File: src/hdl/tbx_pkg.sv
// constants for the 10 Mb control and self-test extension register bank
package tbx_pkg;

  // ==========================================
  // bus geometry
  localparam int ADDR_W = 8;
  localparam int DATA_W = 32;
  localparam int REG_W = 16;
  localparam logic [1:0] RESP_OKAY = 2'h0;
  localparam logic [1:0] RESP_SLVERR = 2'h2;

  // ==========================================
  // register indices (byte address is four times the index)
  localparam logic [7:0] IDX_SELFTEST_CTL = 8'h19;
  localparam logic [7:0] IDX_TENBASE = 8'h1a;
  localparam logic [7:0] IDX_PATTERN_EXT = 8'h1b;
  localparam logic [7:0] ADDR_SELFTEST_CTL = {IDX_SELFTEST_CTL[5:0], 2'h0};
  localparam logic [7:0] ADDR_TENBASE = {IDX_TENBASE[5:0], 2'h0};
  localparam logic [7:0] ADDR_PATTERN_EXT = {IDX_PATTERN_EXT[5:0], 2'h0};

  // ==========================================
  // tenbase_status_control fields
  localparam int TB_SQL_LSB = 9;
  localparam int TB_ECHO_DIS = 8;
  localparam int TB_NLP_OFF = 7;
  localparam int TB_FORCE_LINK = 6;
  localparam int TB_POLARITY = 4;
  localparam int TB_SQE_OFF = 1;
  localparam int TB_GUARD_OFF = 0;
  localparam logic [15:0] TB_RESET = 16'h0804;
  localparam logic [15:0] TB_RW_MASK = 16'hffef;

  // ==========================================
  // pattern_test_selftest_ext fields
  localparam int PX_CNT_LSB = 8;
  localparam int PX_CONT = 5;
  localparam int PX_PAT_EN = 4;
  localparam int PX_GAP = 2;
  localparam int PX_SEL_LSB = 0;
  localparam logic [7:0] PX_RESET = 8'h00;
  localparam logic [7:0] ERR_CNT_MAX = 8'hff;
  localparam logic [1:0] SEL_MANCH_ONES = 2'h3;

  // ==========================================
  // self-test control register
  localparam int SC_RUN = 8;

  // ==========================================
  // pattern gap timing
  localparam int CLK_PERIOD_NS = 100;
  localparam int GAP_LONG_US = 15;
  localparam int GAP_SHORT_US = 10;
  localparam logic [7:0] GAP_LONG_CYC = 8'(GAP_LONG_US * 1000 / CLK_PERIOD_NS);
  localparam logic [7:0] GAP_SHORT_CYC = 8'(GAP_SHORT_US * 1000 / CLK_PERIOD_NS);

endpackage

File: src/hdl/tbx_regs.sv
// 10 Mb status/control and self-test extension registers behind AXI4-Lite
// ==========================================
// Notes on behaviour
// RULE1: three-bit squelch field, resets to 100
// RULE2: half-duplex 10 Mb echo unless disabled
// RULE3: echo disable leaves basic loopback alone
// RULE4: link pulse off bit stops link pulses
// RULE5: forced link bit reports good link
// RULE6: polarity latches high, clears on read
// RULE7: heartbeat only in half-duplex 10 Mb
// RULE8: long-transmit guard off only at 10 Mb
// RULE9: software keeps reserved bits at documented values
// RULE10: count errored nibbles while self-test runs
// RULE11: counter clears when self-test restarts
// RULE12: counter saturates at maximum
// RULE13: continuous mode sends gapless pseudo-random data
// RULE14: software disables guard before continuous mode
// RULE15: pattern enable bit gates test pattern
// RULE16: two-bit select picks pattern kind
// RULE17: gap bit picks 15 or 10 us
// RULE18: self-test runs while run bit set
// RULE19: read-only fields ignore writes
// RULE20: polarity read first, cleared after read
//
// Implementation choice: the AXI4-Lite slave port.
`timescale 1ns/100ps
`default_nettype none

module tbx_regs
  import tbx_pkg::*;
(
  // clock and reset
  input wire logic clk_i,
  input wire logic nrst_i,
  // axi4-lite write address
  input wire logic [ADDR_W-1:0] s_axi_awaddr_i,
  input wire logic s_axi_awvalid_i,
  output logic s_axi_awready_o,
  // axi4-lite write data
  input wire logic [DATA_W-1:0] s_axi_wdata_i,
  input wire logic [3:0] s_axi_wstrb_i,
  input wire logic s_axi_wvalid_i,
  output logic s_axi_wready_o,
  // axi4-lite write response
  output logic [1:0] s_axi_bresp_o,
  output logic s_axi_bvalid_o,
  input wire logic s_axi_bready_i,
  // axi4-lite read address
  input wire logic [ADDR_W-1:0] s_axi_araddr_i,
  input wire logic s_axi_arvalid_i,
  output logic s_axi_arready_o,
  // axi4-lite read data
  output logic [DATA_W-1:0] s_axi_rdata_o,
  output logic [1:0] s_axi_rresp_o,
  output logic s_axi_rvalid_o,
  input wire logic s_axi_rready_i,
  // line and mode status from the datapath
  input wire logic speed_100_i,
  input wire logic full_duplex_i,
  input wire logic line_link_ok_i,
  input wire logic polarity_inverted_i,
  input wire logic basic_loopback_i,
  input wire logic selftest_nibble_err_i,
  // controls to the 10 Mb datapath
  output logic [2:0] squelch_level_o,
  output logic rx_echo_en_o,
  output logic loopback_o,
  output logic link_pulse_tx_en_o,
  output logic link_good_o,
  output logic sqe_heartbeat_en_o,
  output logic long_tx_guard_en_o,
  output logic polarity_status_o,
  // self-test and test pattern controls
  output logic selftest_run_o,
  output logic selftest_continuous_o,
  output logic slow_test_pattern_enable_o,
  output logic [1:0] slow_test_pattern_select_o,
  output logic test_seq_start_o
);

  // ==========================================
  // state
  typedef struct packed {
    logic awready;
    logic wready;
    logic bvalid;
    logic [1:0] bresp;
    logic arready;
    logic rvalid;
    logic [1:0] rresp;
    logic [DATA_W-1:0] rdata;
    logic aw_held; // write address captured
    logic [ADDR_W-1:0] awaddr;
    logic w_held; // write data captured
    logic [REG_W-1:0] wdata;
    logic [1:0] wstrb;
    logic rd_clr; // pending polarity clear after read
    logic [REG_W-1:0] tb; // tenbase_status_control storage
    logic [7:0] px; // writable half of pattern_test_selftest_ext
    logic [7:0] err_cnt; // self-test error counter
    logic run; // self-test run bit
    logic run_d; // run bit one cycle back
    logic pol; // latched polarity
    logic [2:0] sql;
    logic echo;
    logic loop;
    logic nlp;
    logic link;
    logic hb;
    logic jab;
    logic pat_start; // one-cycle pattern sequence start
    logic [7:0] gap_cnt; // cycles left in current gap
  } tbx_state_t;

  tbx_state_t st_r;
  tbx_state_t st_nxt;

  // ==========================================
  // helpers
  // byte-lane merge of a write into writable bits only
  function automatic logic [REG_W-1:0] merge16(input logic [REG_W-1:0] old,
    input logic [REG_W-1:0] wd, input logic [1:0] strb, input logic [REG_W-1:0] rw_mask);
    logic [REG_W-1:0] lane;
    lane = {{8{strb[1]}}, {8{strb[0]}}} & rw_mask;
    return (old & ~lane) | (wd & lane);
  endfunction

  // address decode: one when the address hits a register
  function automatic logic is_mapped(input logic [ADDR_W-1:0] a);
    return (a == ADDR_TENBASE) || (a == ADDR_PATTERN_EXT) || (a == ADDR_SELFTEST_CTL);
  endfunction

  logic run_rise; // self-test restarted
  logic do_write; // both write halves present
  assign run_rise = st_r.run & ~st_r.run_d;
  assign do_write = st_r.aw_held & st_r.w_held & ~st_r.bvalid;

  // ==========================================
  // next state
  always_comb begin
    st_nxt = st_r;
    st_nxt.pat_start = 1'b0;
    // write address and data are taken independently
    if (s_axi_awvalid_i && st_r.awready) begin
      st_nxt.aw_held = 1'b1;
      st_nxt.awaddr = s_axi_awaddr_i;
    end
    if (s_axi_wvalid_i && st_r.wready) begin
      st_nxt.w_held = 1'b1;
      st_nxt.wdata = s_axi_wdata_i[REG_W-1:0];
      st_nxt.wstrb = s_axi_wstrb_i[1:0];
    end

    // perform write once both halves are in
    if (do_write) begin
      st_nxt.aw_held = 1'b0;
      st_nxt.w_held = 1'b0;
      st_nxt.bvalid = 1'b1;
      st_nxt.bresp = is_mapped(st_r.awaddr) ? RESP_OKAY : RESP_SLVERR;
      unique case (st_r.awaddr)
        // polarity bit is masked out of the write
        ADDR_TENBASE: begin
          st_nxt.tb = merge16(st_r.tb, st_r.wdata, st_r.wstrb, TB_RW_MASK); // RULE19
        end
        // upper byte is the counter, never written
        ADDR_PATTERN_EXT: begin
          if (st_r.wstrb[0]) begin
            st_nxt.px = st_r.wdata[7:0]; // RULE19
          end
        end
        ADDR_SELFTEST_CTL: begin
          if (st_r.wstrb[1]) begin
            st_nxt.run = st_r.wdata[SC_RUN]; // RULE18
          end
        end
        default: ;
      endcase
    end else if (st_r.bvalid && s_axi_bready_i) begin
      st_nxt.bvalid = 1'b0;
    end
    st_nxt.awready = ~st_nxt.aw_held & ~st_nxt.bvalid;
    st_nxt.wready = ~st_nxt.w_held & ~st_nxt.bvalid;
    // read: data captured at address acceptance, latch cleared later
    if (s_axi_arvalid_i && st_r.arready) begin
      st_nxt.rvalid = 1'b1;
      st_nxt.rresp = is_mapped(s_axi_araddr_i) ? RESP_OKAY : RESP_SLVERR;
      st_nxt.rdata = '0;
      st_nxt.rd_clr = 1'b0;
      unique case (s_axi_araddr_i)
        ADDR_TENBASE: begin
          st_nxt.rdata[REG_W-1:0] = st_r.tb | (REG_W'({st_r.pol}) << TB_POLARITY); // RULE20
          st_nxt.rd_clr = 1'b1;
        end
        ADDR_PATTERN_EXT: begin
          st_nxt.rdata[REG_W-1:0] = {st_r.err_cnt, st_r.px};
        end
        ADDR_SELFTEST_CTL: begin
          st_nxt.rdata[REG_W-1:0] = REG_W'({st_r.run}) << SC_RUN; // RULE18
        end
        default: ;
      endcase
    end else if (st_r.rvalid && s_axi_rready_i) begin
      st_nxt.rvalid = 1'b0;
      st_nxt.rd_clr = 1'b0;
    end
    st_nxt.arready = ~st_nxt.rvalid;
    // polarity latch: clear after read completes, a new event wins
    if (st_r.rvalid && s_axi_rready_i && st_r.rd_clr) begin
      st_nxt.pol = 1'b0; // RULE6
    end
    // an event the captured data missed cancels the pending clear
    if (polarity_inverted_i) begin
      st_nxt.pol = 1'b1; // RULE6
      st_nxt.rd_clr = 1'b0; // RULE20
    end

    // self-test error counter
    st_nxt.run_d = st_r.run;
    if (run_rise) begin
      st_nxt.err_cnt = '0; // RULE11
    end else if (st_r.run && selftest_nibble_err_i && st_r.err_cnt != ERR_CNT_MAX) begin
      st_nxt.err_cnt = st_r.err_cnt + 8'h01; // RULE10 RULE12
    end

    // datapath controls
    st_nxt.sql = st_r.tb[TB_SQL_LSB +: 3]; // RULE1
    st_nxt.echo = ~speed_100_i & ~full_duplex_i & ~st_r.tb[TB_ECHO_DIS]; // RULE2
    st_nxt.loop = basic_loopback_i; // RULE3
    st_nxt.nlp = ~st_r.tb[TB_NLP_OFF]; // RULE4
    st_nxt.link = st_r.tb[TB_FORCE_LINK] | line_link_ok_i; // RULE5
    st_nxt.hb = ~speed_100_i & ~full_duplex_i & ~st_r.tb[TB_SQE_OFF]; // RULE7
    st_nxt.jab = speed_100_i | ~st_r.tb[TB_GUARD_OFF]; // RULE8

    // test sequence spacing for data and link pulse patterns
    if (st_r.px[PX_PAT_EN] && st_r.px[PX_SEL_LSB +: 2] != SEL_MANCH_ONES) begin
      if (st_r.gap_cnt == 8'h00) begin
        st_nxt.pat_start = 1'b1; // RULE16
        st_nxt.gap_cnt = (st_r.px[PX_GAP] ? GAP_LONG_CYC : GAP_SHORT_CYC) - 8'h01; // RULE17
      end else begin
        st_nxt.gap_cnt = st_r.gap_cnt - 8'h01;
      end
    end else begin
      st_nxt.gap_cnt = 8'h00; // RULE15
    end
  end

  // ==========================================
  // state register
  always_ff @(posedge clk_i or negedge nrst_i) begin
    if (!nrst_i) begin
      st_r <= '0;
      st_r.tb <= TB_RESET;
      st_r.px <= PX_RESET;
    end else begin
      st_r <= st_nxt;
    end
  end

  // ==========================================
  // outputs
  assign s_axi_awready_o = st_r.awready;
  assign s_axi_wready_o = st_r.wready;
  assign s_axi_bvalid_o = st_r.bvalid;
  assign s_axi_bresp_o = st_r.bresp;
  assign s_axi_arready_o = st_r.arready;
  assign s_axi_rvalid_o = st_r.rvalid;
  assign s_axi_rresp_o = st_r.rresp;
  assign s_axi_rdata_o = st_r.rdata;
  assign squelch_level_o = st_r.sql;
  assign rx_echo_en_o = st_r.echo;
  assign loopback_o = st_r.loop;
  assign link_pulse_tx_en_o = st_r.nlp;
  assign link_good_o = st_r.link;
  assign sqe_heartbeat_en_o = st_r.hb;
  assign long_tx_guard_en_o = st_r.jab;
  assign polarity_status_o = st_r.pol; // RULE6
  assign selftest_run_o = st_r.run; // RULE18
  assign selftest_continuous_o = st_r.px[PX_CONT]; // RULE13
  assign slow_test_pattern_enable_o = st_r.px[PX_PAT_EN]; // RULE15
  assign slow_test_pattern_select_o = st_r.px[PX_SEL_LSB +: 2]; // RULE16
  assign test_seq_start_o = st_r.pat_start;

  // ==========================================
  // assertions
  property p_squelch_follows;
    @(posedge clk_i) disable iff (!nrst_i)
    s_axi_wvalid_i |-> ##2 squelch_level_o == $past(st_r.tb[TB_SQL_LSB +: 3], 1);
  endproperty
  a_squelch_follows: assert property (p_squelch_follows) // RULE1
    else $error("squelch output lags its field");

  property p_echo_off_full_duplex;
    @(posedge clk_i) disable iff (!nrst_i)
    full_duplex_i |=> !rx_echo_en_o;
  endproperty
  a_echo_off_full_duplex: assert property (p_echo_off_full_duplex) // RULE2
    else $error("echo enabled in full duplex");

  property p_loop_independent;
    @(posedge clk_i) disable iff (!nrst_i)
    (basic_loopback_i && st_r.tb[TB_ECHO_DIS]) |=> loopback_o;
  endproperty
  a_loop_independent: assert property (p_loop_independent) // RULE3
    else $error("echo disable blocked basic loopback");

  property p_link_forced;
    @(posedge clk_i) disable iff (!nrst_i)
    st_r.tb[TB_FORCE_LINK] |=> link_good_o;
  endproperty
  a_link_forced: assert property (p_link_forced) // RULE5
    else $error("forced link not reported");

  property p_pol_set_wins;
    @(posedge clk_i) disable iff (!nrst_i)
    polarity_inverted_i |=> polarity_status_o;
  endproperty
  a_pol_set_wins: assert property (p_pol_set_wins) // RULE6
    else $error("polarity event lost");

  property p_hb_off_fast;
    @(posedge clk_i) disable iff (!nrst_i)
    speed_100_i |=> !sqe_heartbeat_en_o;
  endproperty
  a_hb_off_fast: assert property (p_hb_off_fast) // RULE7
    else $error("heartbeat active at 100 Mb");

  property p_guard_fast;
    @(posedge clk_i) disable iff (!nrst_i)
    speed_100_i |=> long_tx_guard_en_o;
  endproperty
  a_guard_fast: assert property (p_guard_fast) // RULE8
    else $error("guard disable acted at 100 Mb");

  property p_cnt_step;
    @(posedge clk_i) disable iff (!nrst_i)
    (st_r.run && !run_rise && selftest_nibble_err_i && st_r.err_cnt != ERR_CNT_MAX)
      |=> st_r.err_cnt == $past(st_r.err_cnt) + 8'h01;
  endproperty
  a_cnt_step: assert property (p_cnt_step) // RULE10
    else $error("error counter missed a nibble");

  property p_cnt_restart;
    @(posedge clk_i) disable iff (!nrst_i)
    $rose(selftest_run_o) |=> st_r.err_cnt == 8'h00;
  endproperty
  a_cnt_restart: assert property (p_cnt_restart) // RULE11
    else $error("error counter not cleared on restart");

  property p_cnt_sat;
    @(posedge clk_i) disable iff (!nrst_i)
    (st_r.err_cnt == ERR_CNT_MAX && !run_rise) |=> st_r.err_cnt == ERR_CNT_MAX;
  endproperty
  a_cnt_sat: assert property (p_cnt_sat) // RULE12
    else $error("error counter wrapped");

  property p_gap_spacing;
    @(posedge clk_i) disable iff (!nrst_i)
    test_seq_start_o |=> !test_seq_start_o [*8];
  endproperty
  a_gap_spacing: assert property (p_gap_spacing) // RULE17
    else $error("pattern sequences too close");

  property p_ro_counter;
    @(posedge clk_i) disable iff (!nrst_i)
    (!st_r.run && !selftest_nibble_err_i) |=> $stable(st_r.err_cnt);
  endproperty
  a_ro_counter: assert property (p_ro_counter) // RULE19
    else $error("counter changed without self-test");

endmodule

`default_nettype wire

File: config.mk
export PLATFORM = sky130hd
export DESIGN_NAME = tbx_regs
export DESIGN_NICKNAME = d
export VERILOG_FILES = /design/src/hdl/tbx_pkg.sv /design/src/hdl/tbx_regs.sv
export SDC_FILE = /design/constraint.sdc
export NUM_CORES = 1
export LEC_CHECK = 0
export BUFFER_PORTS_ARGS = -buffer_cell sky130_fd_sc_hd__buf_4
export CORE_UTILIZATION = 35
export CTS_BUF_LIST = sky130_fd_sc_hd__clkbuf_4
export DETAILED_ROUTE_END_ITERATION = 10
export SYNTH_ARGS = -nofsm -noshare
export SYNTH_HDL_FRONTEND = slang
export SYNTH_SLANG_ARGS = --single-unit
File: constraint.sdc
create_clock -name clk_i -period 2.95 [get_ports clk_i]
set_input_delay 0.295 -clock clk_i [delete_from_list [all_inputs] [get_ports clk_i]]
set_output_delay 0.295 -clock clk_i [all_outputs]
set_load 0.02 [all_outputs]
==> reports/metrics.yaml, run 1 <==
route:
  vias_per_cell: 4.84
  drt_iter0_drc: 136
  via_count: 3190
  drc: 0
  dr.pass1.iters: 4
  wirelength_mm: 9.73
  routedWlPerCell_um: 14.8
  antenna_left: 0
synth:
  synth-compound-area-share: 0.0684
  syn_area_um2: 4700
  synth_mux_area_frac: 0.169
  synthAdderAreaFrac: 0.00532
  yosysSeqAreaShare: 0.554
  async_reset_ff_frac: 1.00
  synth.distinct_cells: 48
  synth-xor-area-share: 0
  syn_avg_cell_area_um2: 12.2
  synth-edff-count: 0
  yosysWarnings: 0
  synth-simple-area-share: 0.119
  syn-instance-count: 384
  synthFlopType: "dfrtp_1"
  ys_seq_elements: 104
  synth_top_family_by_area: "multiplexers"
timing:
  setup_viol: 0
  period_share: 0.784
  rsz0062_at_grt: "false"
  drv_slew: 0
  tightest_slew_ns: 0.700
  timing.setup.tns_ns: 0
  fin_skew_ns: 0.0175
  fmax_mhz: 432
  worst_hold_slack_ns: 0.0556
  fin_crit_ns: 2.31
  setup_slack_ns: 0.636
  hold_viol_final: 0
  slew_headroom: 0.532
pwr:
  switching_power_mw: 1.18
  power.internal_mw: 2.42
  seq_power_share: 0.548
  ir_drop_mv: 0.468
  power_density_nw_per_um2: 626
  power.total_mw: 3.60
  leakage_nw: 2.71
  clkPwrFrac: 0.189
  comb_power_share: 0.263
  p_sw_frac: 0.328
place:
  place_ws_ns: 0.633
  place_inst: 610
  place_hpwl_mm: 6.83
  dpl_cell_area_um2: 5310
  port_buffers: 85
  gp_congestion: 0.767
grt:
  antenna_found_initial: 1
  grt_max_degree: 52
  grt_pass1_wl_mm: 15.8
  grt_pass1_vias: 3040
  grtUsageTotal: 0.146
  overflow: 0
floorplanning:
  die_area_um2: 13900
  die-width_um: 118
  io_pins: 122
  fp.dieH_um: 118
  core_region_area_um2: 12900
  start_util: 0.365
  num_rows: 41
final_layout:
  stdcell_count: 659
  syn2layout_area_growth_pct: 22.4
  utilization: 0.447
  fin_area_um2: 5760
  drive_gt1_frac: 0.340
  nNetsFinal: 548
clock_network:
  clock_sinks: 104
  clk_latency_ns: 0.46
  cts-root-buf: "clkbuf_4"
  cts_htree_levels: 3
  postCtsResizedCells: 0
  cts_tree: "built"
  clk_path_buf_depth: 2
  clk_pin_slew_worst_paths_ns: 0.16
  postCtsSetupRepairBufs: 0
  cts_hold_buf: 8
  cts_buffers: 9
worst_setup_path:
  critical_path_required_ns: 3.31
  crit_path_end_kind: "flip-flop"
  start_kind: "flip-flop"
  setup.worst_path.class: "reg2reg"
  crit_arrival_ns: 2.67
  path_max_fanout: 7
outcome:
  outcome: "finished, final reports clean"
run:
  max_cap_viol_count: 0
min_path:
  hp-class: "in2reg"
## synth_stat cells (2+ instances only)
library cell	instances	area (um^2)
mux2i_1	22	220
a31oi_1	2	12.5
nand4_1	3	18.8
nor4b_1	5	43.8
a21oi_1	5	25.0
clkbuf_1	9	33.8
and3_1	3	18.8
nand2b_1	8	50.1
nor2_1	7	26.3
a21boi_0	3	22.5
ha_1	2	25.0
nand3_1	7	35.0
dfrtp_1	102	2550
o41ai_1	2	17.5
dfstp_2	2	52.6
or3_1	3	18.8
buf_1	3	11.3
buf_4	41	308
nor2b_1	2	12.5
nor4_1	3	18.8
nor4_4	3	63.8
nor3b_1	3	22.5
mux2_2	50	563
o31ai_1	15	113
nor3_1	5	25.0
inv_1	8	30.0
nand3b_1	4	30.0
or4_1	2	15.0
nand2_1	32	120
o21ai_0	9	45.0
buf_2	2	10.0
## per-layer routing
| layer | share of wire | up-vias | global-route usage |
|---|---|---|---|
| met3 | 0.056 | 7 | 0.0567 |
| met5 | 0 | - | 0 |
| met1 | 0.46 | 1581 | 0.191 |
| li1 | - | 1505 | - |
| met2 | 0.47 | 97 | 0.224 |
| met4 | 0.011 | 0 | 0.0385 |
## path summary, 6_finish.rpt
path                              startpoint                      endpoint  slack, ns  cells past startpoint
hold reg to reg                    flip-flop  squelch_level_o[1]$_DFF_PN0_       0.44                      0
setup / recovery           st_r[4]$_DFF_PN0_             st_r[4]$_DFF_PN0_       0.64                      7
hold / removal             s_axi_wdata_i[12]          st_r[68]$_DFFE_PN0P_       0.06                      2
min in group asynchronous             nrst_i          st_r[67]$_DFFE_PN0P_       0.37                      2
setup reg to reg           st_r[4]$_DFF_PN0_             st_r[4]$_DFF_PN0_       0.64                      7
max in group asynchronous             nrst_i  s_axi_rdata_o[8]$_DFFE_PN0P_       1.83                      3
## critical path, cell delays in order, from the launching register on
cell and delay (ns):
dfrtp_1 0.47, nor4_1 0.62, and3_1 0.28, nor2_1 0.05
ha_1 0.21, nor3b_1 0.18, a21boi_0 0.14, o31a_1 0.27
## placed cells by master, fill, tap and decap left out, types with 7 or more instances in the layout
cell type	count
nor2_1	7
dlygate4sd3_1	32
nand2_1	32
o31ai_1	15
mux2_2	50
nand2b_1	8
dfrtp_1	102
mux2i_1	22
nand3_1	7
o21ai_0	9
buf_4	92
clkbuf_4	11
conb_1	18
inv_1	8
## power by group through the flow
stage	combinational [mW]	clock, mW	sequential (mW)
after floorplan	0.699	0	1.95
after global placement	0.895	0	1.99
after detailed placement	0.927	0	2.00
after CTS	0.936	0.715	1.97
after global routing	1.04	0.777	2.02
final	0.948	0.680	1.97
## cells by family after synthesis
| group | count (synthesis) |
|---|---|
| multiplexers | 73 |
| buffers and inverters | 63 |
| AND/OR/NAND/NOR | 95 |
| flip-flops | 104 |
| AO/OA/AOI/OAI | 46 |
| other | 1 |
| adder cells (fa/ha/maj) | 2 |
## cell type report
| class | count | area (um^2) |
|---|---|---|
| flip-flops and latches | 104 | 2610 |
| well taps | 172 | 215 |
| inverters | 8 | 30.0 |
| multi-input cells | 234 | 1770 |
| repair buffers | 124 | 1010 |
| clock buffers | 11 | 82.6 |
| clock inverters | 5 | 42.5 |
| diodes | 1 | 2.50 |
| fillers | 1221 | 7120 |
(Power assumes the default switching activity.)
==> inputs of run 2 (changes only) <==
--- a/config.mk
+++ b/config.mk
@@ -5,6 +5,7 @@
 export SDC_FILE = /design/constraint.sdc
 export NUM_CORES = 1
 export LEC_CHECK = 0
+export ABC_AREA = 1
 export BUFFER_PORTS_ARGS = -buffer_cell sky130_fd_sc_hd__buf_4
 export CORE_UTILIZATION = 35
 export CTS_BUF_LIST = sky130_fd_sc_hd__clkbuf_4
==> constraint.sdc (replaced) <==
create_clock -name clk_i -period 2.29 [get_ports clk_i]
set_input_delay 0.229 -clock clk_i [delete_from_list [all_inputs] [get_ports clk_i]]
set_output_delay 0.229 -clock clk_i [all_outputs]
set_load 0.02 [all_outputs]
==> run 2 against run 1 <==
Largest power group unchanged. Fmax grew 32%. Die area up 2.5%. Cell area increased by 2.3%. Clock power is 21% higher.
==> reports/metrics.yaml, run 2 <==
place:
  place_inst: 770
  port_buffers: 85
  gp_congestion: 0.898
  place_ws_ns: 0.542
  place_hpwl_mm: 7.27
synth:
  synth-edff-count: 0
  yosysWarnings: 0
  synth_top_area_frac: 0.529
  syn_area_um2: 4820
  async_reset_ff_frac: 1.00
  ys_top_cells_by_area: "dfrtp_1 53%, nand2_1 11%, buf_4 6.4%"
  synth_common_cells: "136 x nand2_1, 102 x dfrtp_1, 57 x inv_1, 41 x buf_4, 35 x nand3_1"
  synth_most_common_cell: "nand2_1"
  syn-instance-count: 539
  synth_top_area_cell: "dfrtp_1"
  synth.distinct_cells: 33
  yosysSeqAreaShare: 0.540
  ys_seq_elements: 104
  synthFlopType: "dfrtp_1"
  syn_avg_cell_area_um2: 8.95
floorplanning:
  fp.dieH_um: 119
  start_util: 0.361
  num_rows: 42
  die-width_um: 119
  die_area_um2: 14300
  core_region_area_um2: 13300
  io_pins: 122
worst_setup_path:
  crit_path_end_kind: "flip-flop"
  start_kind: "flip-flop"
  setup.worst_path.class: "reg2reg"
  crit_arrival_ns: 2.17
  r2r-end: "st_r[6]$_DFF_PN0_"
  cp_cell_sequence: "nor2_1 > nand2_1 > nor2_2 > a21oi_1 > ha_1 > inv_1 > nor3_1 > nand2_1 > nor2_1 > nand3_1 > nand2_1 > nor2_1"
  critical_path_required_ns: 2.71
  rr_startpoint: "st_r[1]$_DFF_PN0_"
  max_stage_delay_ns: 0.40
  worst-r2r-setup-slack_ns: 0.53
  cp_slowest_cell: "dfrtp_1"
  worst-r2r-cell-count: 12
  path_max_fanout: 6
min_path:
  min_path_cells: 4
  min-delay-start: "s_axi_awvalid_i"
  hp-class: "in2reg"
  hold_path_end: "st_r[78]$_DFFE_PN0P_"
final_layout:
  syn2layout_area_growth_pct: 22.2
  drive_gt1_frac: 0.237
  final_cell_mix: "136 x nand2_1, 102 x dfrtp_1, 91 x buf_4, 57 x inv_1"
  nNetsFinal: 707
  layout_commonest_cell: "nand2_1"
  stdcell_count: 822
clock_network:
  clk_latency_ns: 0.47
  cts_buffers: 9
  postCtsResizedCells: 0
  clk_pin_slew_worst_paths_ns: 0.15
  cts_htree_levels: 3
  clock_sinks: 104
  postCtsSetupRepairBufs: 0
  cts-root-buf: "clkbuf_4"
  clk_path_buf_depth: 2
  cts_tree: "built"
  cts_hold_buf: 35
pwr:
  power.total_mw: 4.25
  ir_drop_mv: 0.603
  leakage_nw: 2.93
  power_density_nw_per_um2: 721
timing:
  setup_viol: 0
  slew_headroom: 0.594
  fin_crit_ns: 1.76
  tightest_slew_ns: 0.610
  rsz0062_at_grt: "false"
  drv_slew: 0
  setup_slack_ns: 0.531
  worst_hold_slack_ns: 0.135
  timing.setup.tns_ns: 0
  period_share: 0.768
  fin_skew_ns: 0.0159
  hold_viol_final: 0
  fmax_mhz: 569
route:
  routedWlPerCell_um: 12.4
  via_count: 3644
  dr.pass1.iters: 4
  vias_per_cell: 4.43
  drt_iter0_drc: 263
  antenna_left: 0
  drc: 0
  wirelength_mm: 10.2
outcome:
  outcome: "finished, final reports clean"
grt:
  grtUsageTotal: 0.154
  antenna_found_initial: 1
  grt_max_degree: 46
  overflow: 0
  grt_pass1_wl_mm: 17.0
  grt_pass1_vias: 3506
run:
  max_cap_viol_count: 0
==> run 2: changes by cell type after synthesis, sizes merged, moves of 26 or more <==
cell	change
nand3	+28
o21ai	+58
inv	+51
mux2	-51
nand2	+111
nor2	+26
==> run 2: cells by family (layout without fill, tap and decap cells) <==
group,after synthesis,after routing,share of synthesized area
AO/OA/AOI/OAI,86,86,0.111
XOR/XNOR,2,2,0.00363
adder cells (fa/ha/maj),2,2,0.00519
buffers and inverters,114,203,0.126
flip-flops,104,104,0.540
other,1,19,0.000778
AND/OR/NAND/NOR,230,230,0.214
==> run 2: per-stage QoR <==
stage               utilization  area, um^2
global route              0.441        5890
floorplan                     -        4890
finish                    0.441        5890
CTS                       0.441        5890
global placement          0.407        5430
detailed placement        0.407        5430
==> run 2: metal layers <==
layer	up-vias	global-route usage	share of wire
met4	0	0.0703	0.018
li1	1856	-	-
met2	119	0.229	0.43
met3	10	0.0335	0.054
met5	-	0	0
met1	1659	0.213	0.50
==> run 2: worst max path at each step <==
stage	startpoint	to	slack, ns	depth (start not counted)
floorplan	st_r[0]$_DFF_PN0_	st_r[6]$_DFF_PN0_	0.74	11
detailed placement	st_r[1]$_DFF_PN0_	st_r[6]$_DFF_PN0_	0.54	12
CTS	st_r[1]$_DFF_PN0_	st_r[6]$_DFF_PN0_	0.52	12
global placement	st_r[0]$_DFF_PN0_	st_r[6]$_DFF_PN0_	0.58	11
global route	st_r[1]$_DFF_PN0_	st_r[6]$_DFF_PN0_	0.31	12
finish	st_r[1]$_DFF_PN0_	st_r[6]$_DFF_PN0_	0.53	12
==> run 2: critical path: cells and delay by family (launching register included) <==
| family | cells | cell delay, ns |
|---|---|---|
| AO/OA/AOI/OAI | 1 | 0.10 |
| adder cells (fa/ha/maj) | 1 | 0.20 |
| buffers and inverters | 1 | 0.09 |
| flip-flops | 1 | 0.40 |
| AND/OR/NAND/NOR | 9 | 0.91 |
==> run 2: area by class of cell <==
class	instances	area (um^2)
Timing Repair Buffer	127	1050
Multi-Input combinational cell	338	1670
Inverter	60	225
Tap cell	176	220
Sequential cell	104	2610
Clock inverter	6	36.3
Antenna cell	1	2.50
Clock buffer	10	75.1
Fill cell	1328	7460
==> run 2: power by group <==
part / switching [mW] / internal (mW) / total [mW]
clock: 0.599 / 0.228 / 0.826
combinational: 0.692 / 0.386 / 1.08
sequential: 0.178 / 2.16 / 2.34
==> inputs of run 3 (changes only) <==
==> constraint.sdc (replaced) <==
create_clock -name clk_i -period 1.6 [get_ports clk_i]
set_input_delay 0.16 -clock clk_i [delete_from_list [all_inputs] [get_ports clk_i]]
set_output_delay 0.16 -clock clk_i [all_outputs]
set_load 0.02 [all_outputs]
==> run 3 against run 2 <==
First-iteration DRC count shrank 32%. Final cell count grew 2.2%. Cell area rose by 3.8%. Combinational power rose by 56%. Core utilization grew 1.7 points. Global-route usage increased by 0.42 points. Worst setup slack got worse by 0.49 ns. Clock skew rose by 0.0024 ns. Critical path depth down 1. Flip-flop and latch count unchanged. Register-to-register slack lost 0.49 ns. Wire length up 5.0%. Critical path type unchanged. Critical endpoint unchanged.
==> reports/metrics.yaml, run 3 (synthesized netlist as in run 2, its figures left out) <==
outcome:
  outcome: "finished, final reports clean"
worst_setup_path:
  r2r-end: "st_r[6]$_DFF_PN0_"
  cp_cell_sequence: "nor2_2 > nand2_1 > nor2_2 > a21oi_2 > ha_2 > inv_2 > nor3_2 > nand2_2 > nor2_4 > a21oi_2 > nor2_1"
  setup.worst_path.class: "reg2reg"
  crit_family: "simple AND/OR/NAND/NOR gates"
  crit_path_end_kind: "flip-flop"
  critical_path_required_ns: 1.99
  path_max_fanout: 3
  worst-r2r-cell-count: 11
  worstPathBufferInverterCount: 1
  worst-r2r-setup-slack_ns: 0.04
  max_stage_delay_ns: 0.42
  rr_startpoint: "st_r[0]$_DFF_PN0_"
  start_kind: "flip-flop"
  crit_arrival_ns: 1.95
  cp_slowest_cell: "dfrtp_1"
pwr:
  switching_power_mw: 2.13
  ir_drop_mv: 0.778
  clkPwrFrac: 0.187
  leakage_nw: 3.05
  seq_power_share: 0.541
  power_density_nw_per_um2: 1010
  power.internal_mw: 4.04
  power.total_mw: 6.17
  p_sw_frac: 0.345
  comb_power_share: 0.272
grt:
  grtUsageTotal: 0.158
  antenna_found_initial: 1
  overflow: 0
  grt_pass1_wl_mm: 17.5
  grt_pass1_vias: 3620
  grt_max_degree: 75
place:
  place_ws_ns: -0.0593
  place_inst: 777
  place_hpwl_mm: 7.55
  gp_congestion: 0.857
  port_buffers: 85
route:
  drc: 0
  antenna_left: 0
  drt_iter0_drc: 180
  wirelength_mm: 10.7
  vias_per_cell: 4.48
  routedWlPerCell_um: 12.7
  dr.pass1.iters: 4
  via_count: 3760
floorplanning:
  io_pins: 122
  core_region_area_um2: 13300
  num_rows: 42
  die-width_um: 119
  die_area_um2: 14300
  start_util: 0.361
  fp.dieH_um: 119
timing:
  hold_viol_final: 0
  rsz0062_at_grt: "true"
  setup_slack_ns: 0.0406
  fmax_mhz: 641
  period_share: 0.975
  fin_skew_ns: 0.0183
  setup_viol: 0
  drv_slew: 0
  worst_hold_slack_ns: 0.0244
  fin_crit_ns: 1.56
clock_network:
  cts-root-buf: "clkbuf_4"
  clock_sinks: 104
  cts_buffers: 9
  clk_pin_slew_worst_paths_ns: 0.15
  cts_tree: "built"
  clk_path_buf_depth: 2
  cts_htree_levels: 3
  clk_latency_ns: 0.47
final_layout:
  drive_gt1_frac: 0.278
  stdcell_count: 840
  nNetsFinal: 725
  layout_commonest_cell: "nand2_1"
  final_cell_mix: "132 x nand2_1, 105 x buf_4, 102 x dfrtp_1, 56 x inv_1, 37 x dlygate4sd3_1"
  syn2layout_area_growth_pct: 26.8
run:
  max_cap_viol_count: 0
min_path:
  min_path_cells: 5
  hold_path_end: "st_r[55]$_DFFE_PN0P_"
  min-delay-start: "s_axi_wvalid_i"
  hp-class: "in2reg"
## run 3: repair_timing
item / 4_1_cts / 5_1_grt
endpoints found under the hold margin: 139 / 0
pin swaps: 6 / 5
resized for setup: 7 / 15
endpoints found under the setup margin: 2 / 10
hold buffers: 37 / 0
setup buffers: 3 / 5
cloned: 0 / 1
## run 3: through the flow
step	area (um^2)	utilization	setup TNS [ns]
2_1_floorplan	4890	-	0
3_3_place_gp	5490	0.412	0
3_5_place_dp	5490	0.412	-0.0593
4_1_cts	6010	0.450	-0.0127
5_1_grt	6110	0.458	-0.138
6_report	6110	0.458	0
## run 3: routing by layer
| layer | up-vias | GRT usage | part of all wire |
|---|---|---|---|
| li1 | 1893 | - | - |
| met1 | 1745 | 0.218 | 0.49 |
| met2 | 105 | 0.237 | 0.44 |
| met3 | 17 | 0.0340 | 0.048 |
| met4 | 0 | 0.0719 | 0.021 |
| met5 | - | 0 | 0 |
## run 3: how the worst max path moves through the flow
| stage | startpoint | end | slack, ns | cells past startpoint |
|---|---|---|---|---|
| after floorplan | st_r[0]$_DFF_PN0_ | st_r[6]$_DFF_PN0_ | 0.05 | 11 |
| after global placement | st_r[6]$_DFF_PN0_ | st_r[6]$_DFF_PN0_ | 0.04 | 11 |
| after detailed placement | st_r[0]$_DFF_PN0_ | st_r[6]$_DFF_PN0_ | -0.06 | 11 |
| after CTS | st_r[6]$_DFF_PN0_ | st_r[6]$_DFF_PN0_ | -0.01 | 11 |
| after global routing | st_r[0]$_DFF_PN0_ | st_r[6]$_DFF_PN0_ | -0.09 | 12 |
| final | st_r[0]$_DFF_PN0_ | st_r[6]$_DFF_PN0_ | 0.04 | 11 |
## run 3: power by group through the flow
stage | logic [mW] | clock network (mW) | registers [mW]
detailed placement | 1.55 | 0 | 3.39
CTS | 1.64 | 1.20 | 3.34
floorplan | 1.00 | 0 | 3.40
finish | 1.68 | 1.16 | 3.34
global route | 1.92 | 1.31 | 3.39
global placement | 1.50 | 0 | 3.36
## run 3: area by class of cell
type / count / area [um^2]
Fill cell: 1320 / 7230
Inverter: 60 / 225
Clock inverter: 6 / 26.3
Timing Repair Buffer: 144 / 1200
Antenna cell: 1 / 2.50
Sequential cell: 104 / 2610
Clock buffer: 10 / 75.1
Multi-Input combinational cell: 339 / 1760
Tap cell: 176 / 220
## run 3: worst reg2reg max path, stage by stage (launching register included)
cell,delay [ns]
dfrtp_1,0.42
nor2_2,0.16
nand2_1,0.08
nor2_2,0.13
a21oi_2,0.08
ha_2,0.19
inv_2,0.07
nor3_2,0.04
nand2_2,0.11
nor2_4,0.05
a21oi_2,0.12
nor2_1,0.05
